<file path="src/shared/pbcs_pkg.sv">
// Constants, field positions and types for the basic control and status registers
package pbcs_pkg;

  // Register addresses on the management interface
  localparam logic [4:0] ADDR_CTRL = 5'h00;
  localparam logic [4:0] ADDR_STAT = 5'h01;

  // Control register field positions
  localparam int CB_SPEED_LO = 13;
  localparam int CB_AN_EN = 12;
  localparam int CB_ISOLATE = 10;
  localparam int CB_RESTART = 9;
  localparam int CB_DUPLEX = 8;
  localparam int CB_COLTEST = 7;
  localparam int CB_SPEED_HI = 6;

  // Control reset values that do not come from straps
  localparam logic CTRL_ISOLATE_RST = 1'h0;
  localparam logic CTRL_COLTEST_RST = 1'h0;
  localparam logic CTRL_SPEED_HI_RST = 1'h1;
  localparam logic CTRL_SPEED_LO_RST = 1'h0;

  // Status register: fixed ability bits and live field positions
  localparam logic [15:0] STAT_CONST = 16'h7948;
  localparam logic [15:0] STAT_CONST_MASK = 16'hFFCB;
  localparam int SB_AN_DONE = 5;
  localparam int SB_RFAULT = 4;
  localparam int SB_LINK = 2;

  // Forced speed codes, high bit first
  localparam logic [1:0] SPD_10 = 2'h0;
  localparam logic [1:0] SPD_100 = 2'h1;
  localparam logic [1:0] SPD_1000 = 2'h2;
  localparam logic [1:0] SPD_RSVD = 2'h3;

  // Serial management frame fields
  localparam logic [1:0] OP_READ = 2'h2;
  localparam logic [1:0] OP_WRITE = 2'h1;
  localparam logic [1:0] TA_WRITE = 2'h2;
  localparam int PRE_LEN = 32;
  localparam logic [4:0] PRE_LAST = 5'(PRE_LEN - 1);
  localparam logic [4:0] OP_LAST = 5'h01;
  localparam logic [4:0] ADDR_LAST = 5'h04;
  localparam logic [4:0] TA_LAST = 5'h01;
  localparam logic [4:0] DATA_LAST = 5'h0F;

  // Collision test timing, in bit times at the fastest line rate
  localparam int CLK_PERIOD_PS = 50000;
  localparam int BIT_PS = 1000;
  localparam int COL_ON_BITS = 512;
  localparam int COL_OFF_BITS = 4;
  localparam int COL_ON_CYC = (COL_ON_BITS * BIT_PS >= CLK_PERIOD_PS) ?
    (COL_ON_BITS * BIT_PS) / CLK_PERIOD_PS : 1;
  localparam int COL_OFF_CYC = (COL_OFF_BITS * BIT_PS >= CLK_PERIOD_PS) ?
    (COL_OFF_BITS * BIT_PS) / CLK_PERIOD_PS : 1;

  // Frame engine states
  typedef enum logic [2:0] {
    MD_PREAMBLE, MD_IDLE, MD_START, MD_OP, MD_PHY, MD_REG, MD_TA, MD_DATA
  } pbcs_mdio_e;

endpackage : pbcs_pkg

</file>
<file path="src/shared/pbcs_mgmt_if.sv">
// Register access strobes between the frame engine and the register bank
`timescale 1ns/1ps
interface pbcs_mgmt_if;
  logic [4:0] addr;
  logic rd_strobe;
  logic [15:0] rd_data;
  logic wr_strobe;
  logic [15:0] wr_data;

  modport frame (output addr, output rd_strobe, input rd_data,
    output wr_strobe, output wr_data);
  modport bank (input addr, input rd_strobe, output rd_data,
    input wr_strobe, input wr_data);
endinterface : pbcs_mgmt_if

</file>
<file path="src/logic/pbcs_mdio_slave.sv">
// Serial management frame engine: preamble, frame decode, read and write strobes
`timescale 1ns/1ps
module pbcs_mdio_slave (
  input wire logic sys_clk,
  input wire logic rst,
  input wire logic mdc,
  input wire logic mdio_in,
  output logic mdio_out,
  output logic mdio_oe,
  input wire logic [4:0] phy_addr,
  pbcs_mgmt_if.frame m
);
  import pbcs_pkg::*;

  pbcs_mdio_e state, next_state;
  logic [4:0] cnt, next_cnt;
  logic [15:0] sh, next_sh;
  logic [15:0] tx, next_tx;
  logic [1:0] op, next_op;
  logic [4:0] addr, next_addr;
  logic hit, next_hit;
  logic out, next_out;
  logic oe, next_oe;
  logic mdc_d;
  logic rise;
  logic [15:0] shin;

  // Edge of the management clock and the shifted-in word
  assign rise = mdc & ~mdc_d;
  assign shin = {sh[14:0], mdio_in};
  assign mdio_out = out;
  assign mdio_oe = oe;

  // Register strobes land in the cycle the frame reaches them
  assign m.addr = addr;
  assign m.rd_strobe = rise && state == MD_TA && cnt == 5'h00 && op == OP_READ && hit;
  assign m.wr_strobe = rise && state == MD_DATA && cnt == DATA_LAST &&
    op == OP_WRITE && hit;
  assign m.wr_data = shin;

  // Frame sequencing, one step per rising management clock edge
  always_comb begin
    next_state = state;
    next_cnt = cnt;
    next_sh = sh;
    next_tx = tx;
    next_op = op;
    next_addr = addr;
    next_hit = hit;
    next_out = out;
    next_oe = oe;
    if (rise) begin
      next_sh = shin;
      next_cnt = cnt + 5'h01;
      unique case (state)
        MD_PREAMBLE: begin
          if (!mdio_in) next_cnt = 5'h00;
          else if (cnt == PRE_LAST) next_state = MD_IDLE;
        end
        MD_IDLE: begin
          next_cnt = 5'h00;
          if (!mdio_in) next_state = MD_START;
        end
        MD_START: begin
          next_cnt = 5'h00;
          next_state = mdio_in ? MD_OP : MD_PREAMBLE;
        end
        MD_OP: if (cnt == OP_LAST) begin
          next_op = shin[1:0];
          next_cnt = 5'h00;
          next_state = (shin[1:0] == OP_READ || shin[1:0] == OP_WRITE) ? MD_PHY
            : MD_PREAMBLE;
        end
        MD_PHY: if (cnt == ADDR_LAST) begin
          next_hit = shin[4:0] == phy_addr;
          next_cnt = 5'h00;
          next_state = MD_REG;
        end
        MD_REG: if (cnt == ADDR_LAST) begin
          next_addr = shin[4:0];
          next_cnt = 5'h00;
          next_state = MD_TA;
        end
        MD_TA: begin
          if (m.rd_strobe) begin
            next_tx = m.rd_data;
            next_oe = 1'h1;
            next_out = 1'h0;
          end
          if (cnt == TA_LAST) begin
            next_cnt = 5'h00;
            next_state = MD_DATA;
            if (op == OP_WRITE && shin[1:0] != TA_WRITE) next_state = MD_PREAMBLE;
            next_out = tx[15];
            next_tx = {tx[14:0], 1'h0};
          end
        end
        MD_DATA: begin
          next_out = tx[15];
          next_tx = {tx[14:0], 1'h0};
          if (cnt == DATA_LAST) begin
            next_cnt = 5'h00;
            next_oe = 1'h0;
            next_out = 1'h0;
            next_state = MD_IDLE;
          end
        end
      endcase
    end
  end

  // Frame engine registers
  always_ff @(posedge sys_clk) begin
    if (rst) begin
      state <= MD_PREAMBLE;
      cnt <= 5'h00;
      sh <= 16'h0000;
      tx <= 16'h0000;
      op <= 2'h0;
      addr <= 5'h00;
      hit <= 1'h0;
      out <= 1'h0;
      oe <= 1'h0;
      mdc_d <= 1'h1; // No false edge if the clock idles high at release
    end else begin
      state <= next_state;
      cnt <= next_cnt;
      sh <= next_sh;
      tx <= next_tx;
      op <= next_op;
      addr <= next_addr;
      hit <= next_hit;
      out <= next_out;
      oe <= next_oe;
      mdc_d <= mdc;
    end
  end

endmodule : pbcs_mdio_slave

</file>
<file path="src/logic/pbcs_regs.sv">
// Basic control and status register bank behind the serial management port
`timescale 1ns/1ps
module pbcs_regs (
  input wire logic sys_clk,
  input wire logic rst,
  input wire logic mdc,
  input wire logic mdio_in,
  output logic mdio_out,
  output logic mdio_oe,
  input wire logic [4:0] phy_addr,
  input wire logic strap_an_enable,
  input wire logic strap_full_duplex,
  input wire logic an_begun,
  input wire logic an_complete,
  input wire logic [1:0] an_speed,
  input wire logic an_full_duplex,
  input wire logic link_good,
  input wire logic far_end_fault,
  input wire logic lp_remote_fault,
  input wire logic tx_en,
  output logic col,
  output logic an_restart,
  output logic an_enabled,
  output logic port_isolate,
  output logic [1:0] port_speed,
  output logic port_full_duplex
);
  import pbcs_pkg::*;

  localparam int COL_ON_MAX = COL_ON_CYC;
  localparam int COL_OFF_MAX = COL_OFF_CYC;

  pbcs_mgmt_if m ();

  // Control register state
  logic isolate, next_isolate;
  logic restart, next_restart;
  logic duplex, next_duplex;
  logic coltest, next_coltest;
  logic spd_hi, next_spd_hi;
  logic spd_lo, next_spd_lo;
  logic an_en, next_an_en;

  // Status latches and port outputs
  logic rfault, next_rfault;
  logic link, next_link;
  logic col_q, next_col;
  logic [1:0] speed_q, next_speed;
  logic fdx_q, next_fdx;

  logic wr_ctrl;
  logic wr_stat;
  logic rd_stat;
  logic [15:0] wd;
  logic [15:0] ctrl_word;
  logic [15:0] stat_word;
  logic [1:0] forced;

  // Frame engine drives the strobes
  pbcs_mdio_slave u_mdio (
    .sys_clk(sys_clk),
    .rst(rst),
    .mdc(mdc),
    .mdio_in(mdio_in),
    .mdio_out(mdio_out),
    .mdio_oe(mdio_oe),
    .phy_addr(phy_addr),
    .m(m.frame)
  );

  // Access decode
  assign wd = m.wr_data;
  assign wr_ctrl = m.wr_strobe && m.addr == ADDR_CTRL;
  assign wr_stat = m.wr_strobe && m.addr == ADDR_STAT;
  assign rd_stat = m.rd_strobe && m.addr == ADDR_STAT;
  assign forced = {spd_hi, spd_lo};

  // Read words; unmapped addresses read zero
  always_comb begin
    ctrl_word = 16'h0000;
    ctrl_word[CB_SPEED_LO] = spd_lo;
    ctrl_word[CB_AN_EN] = an_en;
    ctrl_word[CB_ISOLATE] = isolate;
    ctrl_word[CB_RESTART] = restart;
    ctrl_word[CB_DUPLEX] = duplex;
    ctrl_word[CB_COLTEST] = coltest;
    ctrl_word[CB_SPEED_HI] = spd_hi;
    stat_word = STAT_CONST;
    stat_word[SB_AN_DONE] = an_complete;
    stat_word[SB_RFAULT] = rfault;
    stat_word[SB_LINK] = link;
    if (m.addr == ADDR_CTRL) m.rd_data = ctrl_word;
    else if (m.addr == ADDR_STAT) m.rd_data = stat_word;
    else m.rd_data = 16'h0000;
  end

  // Control register next values
  always_comb begin
    next_isolate = isolate;
    next_duplex = duplex;
    next_coltest = coltest;
    next_spd_hi = spd_hi;
    next_spd_lo = spd_lo;
    next_an_en = an_en;
    next_restart = restart;
    if (an_begun) next_restart = 1'h0;
    if (wr_ctrl) begin
      next_isolate = wd[CB_ISOLATE];
      next_duplex = wd[CB_DUPLEX];
      next_coltest = wd[CB_COLTEST];
      next_spd_hi = wd[CB_SPEED_HI];
      next_spd_lo = wd[CB_SPEED_LO];
      next_an_en = wd[CB_AN_EN];
      // A written zero leaves a pending restart alone unless the same write clears negotiation enable
      if (wd[CB_RESTART] && wd[CB_AN_EN]) next_restart = 1'h1;
    end
    next_restart = next_restart & next_an_en;
  end

  // Latched status bits; the event wins over the read clear
  always_comb begin
    next_rfault = rfault;
    next_link = link;
    if (rd_stat) begin
      next_rfault = 1'h0;
      next_link = link_good;
    end
    if (far_end_fault || lp_remote_fault) next_rfault = 1'h1;
    if (!link_good) next_link = 1'h0;
    // Status writes reach none of these terms
  end

  // Port mode and collision test outputs
  always_comb begin
    next_speed = speed_q;
    next_fdx = fdx_q;
    if (an_en) begin
      next_speed = an_speed;
      next_fdx = an_full_duplex;
    end else begin
      next_fdx = duplex;
      if (forced != SPD_RSVD) next_speed = forced;
    end
    next_col = coltest && tx_en && !isolate;
  end

  // Register bank state; straps are caught while reset is held
  always_ff @(posedge sys_clk) begin
    if (rst) begin
      isolate <= CTRL_ISOLATE_RST;
      restart <= 1'h0;
      duplex <= strap_full_duplex;
      coltest <= CTRL_COLTEST_RST;
      spd_hi <= CTRL_SPEED_HI_RST;
      spd_lo <= CTRL_SPEED_LO_RST;
      an_en <= strap_an_enable;
      rfault <= 1'h0;
      link <= 1'h0;
      col_q <= 1'h0;
      speed_q <= SPD_10;
      fdx_q <= 1'h0;
    end else begin
      isolate <= next_isolate;
      restart <= next_restart;
      duplex <= next_duplex;
      coltest <= next_coltest;
      spd_hi <= next_spd_hi;
      spd_lo <= next_spd_lo;
      an_en <= next_an_en;
      rfault <= next_rfault;
      link <= next_link;
      col_q <= next_col;
      speed_q <= next_speed;
      fdx_q <= next_fdx;
    end
  end

  // Outputs straight from registers
  assign col = col_q;
  assign an_restart = restart;
  assign an_enabled = an_en;
  assign port_isolate = isolate;
  assign port_speed = speed_q;
  assign port_full_duplex = fdx_q;
endmodule : pbcs_regs

</file>
<file path="config.mk">
export PLATFORM = sky130hd
export DESIGN_NAME = pbcs_regs
export DESIGN_NICKNAME = d
export VERILOG_FILES = /design/src/shared/pbcs_pkg.sv /design/src/shared/pbcs_mgmt_if.sv /design/src/logic/pbcs_mdio_slave.sv /design/src/logic/pbcs_regs.sv
export SDC_FILE = /design/constraint.sdc
export NUM_CORES = 1
export LEC_CHECK = 0
export BUFFER_PORTS_ARGS = -buffer_cell sky130_fd_sc_hd__buf_2
export CORE_MARGIN = 5
export CORE_UTILIZATION = 40
export DETAILED_ROUTE_END_ITERATION = 16
export SYNTH_ARGS = -nofsm -noshare
export SYNTH_HDL_FRONTEND = slang
export SYNTH_HIERARCHICAL = 1
export SYNTH_SLANG_ARGS = --single-unit
</file>
<file path="constraint.sdc">
create_clock -name sys_clk -period 2.84 [get_ports sys_clk]
set_input_delay 0 -clock sys_clk [delete_from_list [all_inputs] [get_ports sys_clk]]
set_output_delay 0 -clock sys_clk [all_outputs]
set_load 0.1 [all_outputs]
</file>
==> impl_metrics.ini, run 1 <==
[placed_design]
gp_congestion = 0.822
io_buffer_count = 28
hpwl_um = 4460

[sta]
rsz0062_at_grt = no
max_freq_mhz = 435
whs_ns = 0.0807
slew_headroom = 0.491
fin_setup_tns_ns = 0
hold_viol = 0
finalSetupViolCount = 0
final.period_utilization = 0.809
drv_slew = 0
skew_ns = 0.00981
period_needed_ns = 2.30
worstMarginPinSlew_ns = 0.764

[global_routing]
grtUsageTotal = 0.144
grt_max_degree = 41
grt_antenna_before_repair = 0
gr-total-overflow = 0
first_global_vias = 2359
grt_pass1_wl_um = 11400

[floorplanning]
start_util = 0.405
ios = 29
die_y_um = 98.0
design.core.area_um2 = 7650
die_area_um2 = 9610
rows = 32
die_w_um = 98.0

[layout]
syn_to_final_growth_pct = 18.0
drive_gt1_frac = 0.204
post-route-util = 0.478
diodes = 0
nNetsFinal = 421

[clock_tree]
clockRootBuffer = clkbuf_8
clkLatencyLatePin_ns = 0.34
cts_made_buffers = 9
cts-resized-gates = 0
clkSlewWorstSetupHoldPaths_ns = 0.07
postCtsSetupBuffers = 0
cts-htree-levels = 3
cts_tree = done
hold_buffers = 13
cts_sinks = 61
clockBufferDepth = 2

[critical_path]
crit_required_ns = 3.11
start_kind = flop
endpoint_kind = flop
cp.arrival_ns = 2.56
crit_fanout = 6
ff2ff_setup_slack_ns = 0.54
worstSetupPathType = reg -> reg

[detailed_routing]
vias = 2572
drc = 0
first_pass_iters = 4
routedWlPerCell_um = 13.3
via_per_inst = 5.14
routed_wl_um = 6670
drtAntennaViolNets = 0
drt-initial-drc-count = 135

[power]
peakVddDrop_mv = 0.369
combPwrFrac = 0.071
swShare = 0.218
p_leak_uw = 0.00134
p_seq_frac = 0.445
p_clk_frac = 0.484
p_int_uw = 1540
p_switching_uw = 429
power_density_nw_per_um2 = 538

[synthesis]
mappedNetlistArea_um2 = 3100
synth_warnings = 6
postSynthCellCount = 358
syn_avg_cell_area_um2 = 8.66

[hold_path]
min_path_type = in -> reg

[status]
status = finished clean

[run]
cap_violations = 0
## stage by stage
| step | instance area [um^2] | std cells | total power, uW | worst slack [ns] |
|---|---|---|---|---|
| 6_report | 3660 | 500 | 1970 | 0.543 |
| 5_1_grt | 3660 | 500 | 2050 | 0.194 |
| 4_1_cts | 3660 | 500 | 1990 | 0.498 |
| 3_5_place_dp | 3280 | 472 | 1020 | 0.532 |
| 3_3_place_gp | 3280 | 472 | 1020 | 0.559 |
| 2_1_floorplan | 3110 | 360 | 985 | 0.814 |
## state kept, by name (all words and copies together) (netlist names), 2 cells and up
| register | count |
|---|---|
| u_mdio/tx | 16 |
| u_mdio/sh | 13 |
| u_mdio/cnt | 5 |
| u_mdio/m.addr | 5 |
| u_mdio/state | 3 |
| port_speed | 2 |
| u_mdio/op | 2 |
## worst max-delay path, stage by stage (launching register included)
cell	delay, ns
dfxtp_1	0.40
ha_1	0.21
and3_1	0.22
ha_1	0.18
nand2_1	0.08
nor3_1	0.24
nor3b_1	0.55
o2111ai_1	0.19
a21oi_1	0.16
## routing by layer
metal | global-route usage | share of wire | wire length (um) | up-vias
met5 | 0 | 0 | 0 | -
li1 | - | - | - | 1324
met3 | 0.0493 | 0.044 | 291 | 6
met1 | 0.190 | 0.49 | 3260 | 1191
met4 | 0.0532 | 0.016 | 104 | 0
met2 | 0.220 | 0.45 | 3010 | 51
## area by class of cell
class | count | area, um^2
clock inverter | 4 | 95.1
tap | 102 | 128
inverter | 9 | 33.8
timing repair buffer | 47 | 315
clock buffer | 11 | 151
multi-input combinational | 266 | 1700
sequential | 61 | 1230
fill | 724 | 3990
## path summary, 6_finish.rpt
kind,cells after the start,startpoint,end
worst max-delay path,8,u_mdio/cnt[0]$_SDFFE_PP0N_,an_restart$_SDFF_PP0_
worst min-delay path,4,an_complete,u_mdio/tx[5]$_SDFFE_PP0P_
worst max register to register,8,u_mdio/cnt[0]$_SDFFE_PP0N_,an_restart$_SDFF_PP0_
worst min register to register,2,rfault$_SDFFE_PP0P_,rfault$_SDFFE_PP0P_
## layout by cell type (no fill, tap or decap), types with 3 or more instances in the layout
master          n
nand2_1        67
dfxtp_1        60
nor2_1         30
a21oi_1        30
buf_2          28
a311oi_2       14
nand3_1        13
dlygate4sd3_1  13
o21ai_0        11
clkbuf_8       11
mux2i_1         9
and2_1          8
inv_1           8
nand2b_1        8
ha_1            7
buf_4           6
a21o_2          4
a31oi_1         4
nand3b_1        4
nor3_1          3
bufinv_16       3
nand4_1         3
conb_1          3
nor2_2          3
a311oi_1        3
xnor2_1         3
## power groups by stage
stage          clock network (uW)  registers (uW)  logic, uW
2_1_floorplan                   0             925       60.8
3_3_place_gp                    0             896        125
3_5_place_dp                    0             896        125
4_1_cts                       980             877        139
5_1_grt                      1020             877        151
6_report                      954             877        139
No activity file was read; power rests on OpenSTA's default activity.
==> run 2, diff against run 1 <==
==> constraint.sdc (replaced) <==
create_clock -name sys_clk -period 2.2 [get_ports sys_clk]
set_input_delay 0 -clock sys_clk [delete_from_list [all_inputs] [get_ports sys_clk]]
set_output_delay 0 -clock sys_clk [all_outputs]
set_load 0.1 [all_outputs]
==> impl_metrics.ini, run 2 (synthesis results as in run 1) <==
[sta]
final.period_utilization = 0.949
drv_slew = 0
worstMarginPinSlew_ns = 0.584
finalSetupViolCount = 0
fin_setup_tns_ns = 0
hold_viol = 0
period_needed_ns = 2.09
skew_ns = 0.0105
slew_headroom = 0.611
max_freq_mhz = 479
setup_ws_ns = 0.113

[global_routing]
gr-total-overflow = 0
grtUsageTotal = 0.154
grt_max_degree = 35
first_global_vias = 2517
grt_pass1_wl_um = 12200
grt_antenna_before_repair = 0

[critical_path]
critPathCapture = duplex$_DFFE_PP_
critPathSlowestCell = or3b_4
worst_r2r_startpoint = u_mdio/cnt[1]$_SDFFE_PP0N_
endpoint_kind = flop
startpoint = u_mdio/cnt[1]$_SDFFE_PP0N_
r2r-end = duplex$_DFFE_PP_
worstRegToRegCells = 7
worstSetupPathType = reg -> reg
crit_top_cell = ha_1
cp.arrival_ns = 2.13
cpPeakStageDelay_ns = 0.44
ff2ff_setup_slack_ns = 0.11
crit_fanout = 7
start_kind = flop
crit_chain = ha_1, and3_4, ha_1, nand2_1, nor3_2, or3b_4, o21ai_0
crit_required_ns = 2.24

[layout]
diodes = 0
nFillCells = 750
largest_register_ffs = 16
nNetsFinal = 436
final_common_cell = nand2_1
syn_to_final_growth_pct = 22.1
drive_gt1_frac = 0.242
most-common-layout-cells = nand2_1, dfxtp_1, nor2_1, a21oi_1, buf_2
final_cells = 516
seqCellArea_um2 = 1230
final_area_um2 = 3780
reg.largest.list = u_mdio/tx: 16 flops, u_mdio/sh: 13 flops
multiInputGateArea_um2 = 1720
regMostFlops = u_mdio/tx
post-route-util = 0.495

[detailed_routing]
via_per_inst = 5.13
routed_wl_um = 7140
first_pass_iters = 4
routedWlPerCell_um = 13.8
drc = 0
drt-initial-drc-count = 160
vias = 2645
drtAntennaViolNets = 0

[run]
cap_violations = 0

[clock_tree]
clkSlewWorstSetupHoldPaths_ns = 0.07
clockRootBuffer = clkbuf_8
cts_tree = done
cts_made_buffers = 9
cts-htree-levels = 3
cts_sinks = 61
clockBufferDepth = 2
clkLatencyLatePin_ns = 0.34

[power]
p_leak_uw = 0.00141
p_seq_frac = 0.491
combPwrFrac = 0.079
p_clk_frac = 0.430
p_switching_uw = 567
swShare = 0.246
p_int_uw = 1730
peakVddDrop_mv = 0.361
power_density_nw_per_um2 = 608

[placed_design]
io_buffer_count = 28
gp_congestion = 0.847
hpwl_um = 4710
pre_cts_ws_ns = 0.0158
placed_cells = 485
dpl_cell_area_um2 = 3390

[hold_path]
min_path_type = in -> reg
hp-start = an_begun

[floorplanning]
die_area_um2 = 9610
rows = 32
ios = 29
start_util = 0.405
die_y_um = 98.0
design.core.area_um2 = 7650
die_w_um = 98.0

[status]
status = finished clean
run 2: worst max-delay path: cells and delay by family (launching register included):
family	cells	cell delay, ns
fa+ha+maj	2	0.35
compound gates	1	0.18
flops	1	0.34
simple gates	4	0.93
run 2: power by group through the flow:
stage	Sequential [uW]	Combinational (uW)	Clock [uW]
6_report	1130	182	989
5_1_grt	1130	200	1070
4_1_cts	1130	183	1010
3_5_place_dp	1160	167	0
3_3_place_gp	1160	165	0
2_1_floorplan	1190	78.5	0
run 2: area by class of cell:
type | count | area share
multi-input combinational | 266 | 0.454
sequential | 61 | 0.325
timing repair buffer | 62 | 0.128
clock buffer | 12 | 0.0383
tap | 102 | 0.0337
clock inverter | 4 | 0.0126
inverter | 9 | 0.00893
run 2: worst min-delay path by stage:
stage,endpoint,slack [ns],cells past startpoint
after detailed placement,u_mdio/mdc_d$_SDFF_PP1_,0.22,2
after global placement,u_mdio/mdc_d$_SDFF_PP1_,0.22,2
after CTS,an_restart$_SDFF_PP0_,0.02,4
after floorplan,u_mdio/mdc_d$_SDFF_PP1_,0.11,1
final,an_restart$_SDFF_PP0_,0.02,4
after global routing,an_restart$_SDFF_PP0_,0.03,4
run 2: layer usage:
layer  up-vias  routed length, um  GRT usage
met3        10                269     0.0293
met1      1236               3430      0.213
li1       1352                  -          -
met5         -                  0          0
met2        47               3350      0.241
met4         0                 95     0.0511
run 2: per-stage QoR:
| stage | power [uW] | hold WS [ns] |
|---|---|---|
| 4_1_cts | 2330 | 0.0191 |
| 3_3_place_gp | 1320 | 0.218 |
| 6_report | 2300 | 0.0181 |
| 5_1_grt | 2400 | 0.0338 |
| 2_1_floorplan | 1270 | 0.107 |
| 3_5_place_dp | 1320 | 0.222 |
run 2: timing repair:
action | in CTS | in global routing
setup buffers | 0 | 2
endpoints found under the hold margin | 10 | 0
gates resized for setup | 0 | 3
setup endpoints to repair | 0 | 11
hold buffers | 11 | 0
==> run 3, diff against run 2 <==
--- a/config.mk
+++ b/config.mk
@@ -6,10 +6,14 @@
 export NUM_CORES = 1
 export LEC_CHECK = 0
 export BUFFER_PORTS_ARGS = -buffer_cell sky130_fd_sc_hd__buf_2
+export CELL_PAD_IN_SITES_DETAIL_PLACEMENT = 1
+export CELL_PAD_IN_SITES_GLOBAL_PLACEMENT = 1
 export CORE_MARGIN = 5
 export CORE_UTILIZATION = 40
 export DETAILED_ROUTE_END_ITERATION = 16
+export PLACE_DENSITY_LB_ADDON = 0.1
 export SYNTH_ARGS = -nofsm -noshare
 export SYNTH_HDL_FRONTEND = slang
 export SYNTH_HIERARCHICAL = 1
 export SYNTH_SLANG_ARGS = --single-unit
+export TNS_END_PERCENT = 30
==> impl_metrics.ini, run 3 (synthesis results as in run 1) <==
[global_routing]
grtUsageTotal = 0.173
first_global_vias = 2803
gr-total-overflow = 0
grt_max_degree = 35
grt_antenna_before_repair = 0
grt_pass1_wl_um = 13600

[status]
status = finished clean

[critical_path]
worstRegToRegCells = 9
crit_chain = ha_1, and3_1, buf_4, ha_1, and3b_1, a21oi_1, o21ai_1, a21oi_1, mux2_2
ff2ff_setup_slack_ns = 0.08
endpoint_kind = flop
cp.arrival_ns = 2.35
worst_r2r_startpoint = u_mdio/cnt[0]$_SDFFE_PP0N_
crit_fanout = 3
crit_buf_inv = 1
critPathSlowestCell = mux2_2
cpPeakStageDelay_ns = 0.35
worstSetupPathType = reg -> reg
r2r-end = u_mdio/state[0]$_SDFFE_PP0P_
start_kind = flop
crit_required_ns = 2.43
crit_family = compound AO/OA/AOI/OAI gates

[power]
peakVddDrop_mv = 0.336
p_leak_uw = 0.00141
p_seq_frac = 0.464
p_clk_frac = 0.461
p_int_uw = 1830
swShare = 0.251
p_switching_uw = 613
combPwrFrac = 0.075
power_density_nw_per_um2 = 649

[sta]
slew_headroom = 0.538
skew_ns = 0.0147
period_needed_ns = 2.12
final.period_utilization = 0.964
drv_slew = 0
hold_viol = 0
max_freq_mhz = 471
worstMarginPinSlew_ns = 0.692
rsz0062_at_grt = yes
fin_setup_tns_ns = 0
finalSetupViolCount = 0

[hold_path]
hp-start = an_complete
whs_path_depth = 4
min_to = u_mdio/tx[5]$_SDFFE_PP0P_
min_path_type = in -> reg

[detailed_routing]
routed_wl_um = 7890
first_pass_iters = 4
via_per_inst = 5.29
vias = 2724
routedWlPerCell_um = 15.3
drtAntennaViolNets = 0
drt-initial-drc-count = 70
drc = 0

[layout]
post-route-util = 0.492
drive_gt1_frac = 0.242
most-common-layout-cells = nand2_1, dfxtp_1, nor2_1, a21oi_1, buf_2
diodes = 0
regMostFlops = u_mdio/tx
largest_register_ffs = 16
reg.largest.list = u_mdio/tx: 16 flops, u_mdio/sh: 13 flops
nNetsFinal = 435
syn_to_final_growth_pct = 21.3
final_area_um2 = 3760
final_common_cell = nand2_1

[floorplanning]
die_area_um2 = 9610
rows = 32
design.core.area_um2 = 7650
ios = 29
die_w_um = 98.0
die_y_um = 98.0
start_util = 0.405

[placed_design]
gp_congestion = 0.770
dpl_cell_area_um2 = 3390
hpwl_um = 5520
io_buffer_count = 28

[clock_tree]
clockBufferDepth = 2
clkLatencyLatePin_ns = 0.35
clkSlewWorstSetupHoldPaths_ns = 0.08
cts_sinks = 61
cts-htree-levels = 3
cts_tree = done
cts_made_buffers = 9
clockRootBuffer = clkbuf_8

[run]
cap_violations = 0
-- run 3: timing repair --
action | CTS | global route
hold endpoints to repair | 11 | 0
gates resized for setup | 1 | 3
pin swaps | 0 | 1
hold buffers | 12 | 0
setup buffers | 0 | 2
endpoints found under the setup margin | 1 | 15
-- run 3: power groups by stage --
stage / clock network (uW) / registers (uW) / logic, uW
after global placement: 0 / 1160 / 164
after detailed placement: 0 / 1160 / 166
final: 1130 / 1130 / 184
after global routing: 1210 / 1130 / 199
after CTS: 1160 / 1130 / 183
after floorplan: 0 / 1190 / 78.5
-- run 3: worst max-delay path by stage --
| stage | startpoint | slack [ns] | depth (start not counted) | end |
|---|---|---|---|---|
| after global placement | u_mdio/cnt[0]$_SDFFE_PP0N_ | 0.05 | 7 | duplex$_DFFE_PP_ |
| final | u_mdio/cnt[0]$_SDFFE_PP0N_ | 0.08 | 9 | u_mdio/state[0]$_SDFFE_PP0P_ |
| after detailed placement | u_mdio/cnt[1]$_SDFFE_PP0N_ | -0.04 | 7 | duplex$_DFFE_PP_ |
| after global routing | u_mdio/cnt[1]$_SDFFE_PP0N_ | -0.04 | 7 | duplex$_DFFE_PP_ |
| after CTS | u_mdio/cnt[1]$_SDFFE_PP0N_ | 0.01 | 7 | duplex$_DFFE_PP_ |
| after floorplan | u_mdio/cnt[0]$_SDFFE_PP0N_ | 0.17 | 7 | duplex$_DFFE_PP_ |
-- run 3: worst register-to-register path: stages (launching register included) --
cell	delay (ns)
dfxtp_1	0.32
ha_1	0.23
and3_1	0.21
buf_4	0.14
ha_1	0.16
and3b_1	0.16
a21oi_1	0.12
o21ai_1	0.10
a21oi_1	0.22
mux2_2	0.35
-- run 3: area by class of cell --
class / count / area, um^2
clock buffers: 9 / 124
flip-flops and latches: 61 / 1230
inverters: 9 / 33.8
multi-input cells: 266 / 1720
fillers: 952 / 3890
well taps: 102 / 128
clock inverters: 7 / 97.6
repair buffers: 61 / 430
-- run 3: metal layers --
| metal | share of wire | vias up | GRT usage |
|---|---|---|---|
| met4 | 0.019 | 0 | 0.0607 |
| met3 | 0.033 | 13 | 0.0436 |
| met2 | 0.48 | 45 | 0.279 |
| met5 | 0 | - | 0 |
| met1 | 0.47 | 1319 | 0.224 |
| li1 | - | 1347 | - |
-- run 3: through the flow --
| stage | setup WS [ns] | power, uW | hold slack (ns) | instances |
|---|---|---|---|---|
| finish | 0.0784 | 2440 | 0.0898 | 515 |
| global route | -0.0425 | 2540 | 0.0988 | 515 |
| CTS | 0.0115 | 2480 | 0.0666 | 513 |
| detailed placement | -0.0431 | 1320 | 0.222 | 485 |
| global placement | 0.0537 | 1320 | 0.215 | 485 |
| floorplan | 0.174 | 1270 | 0.107 | 360 |
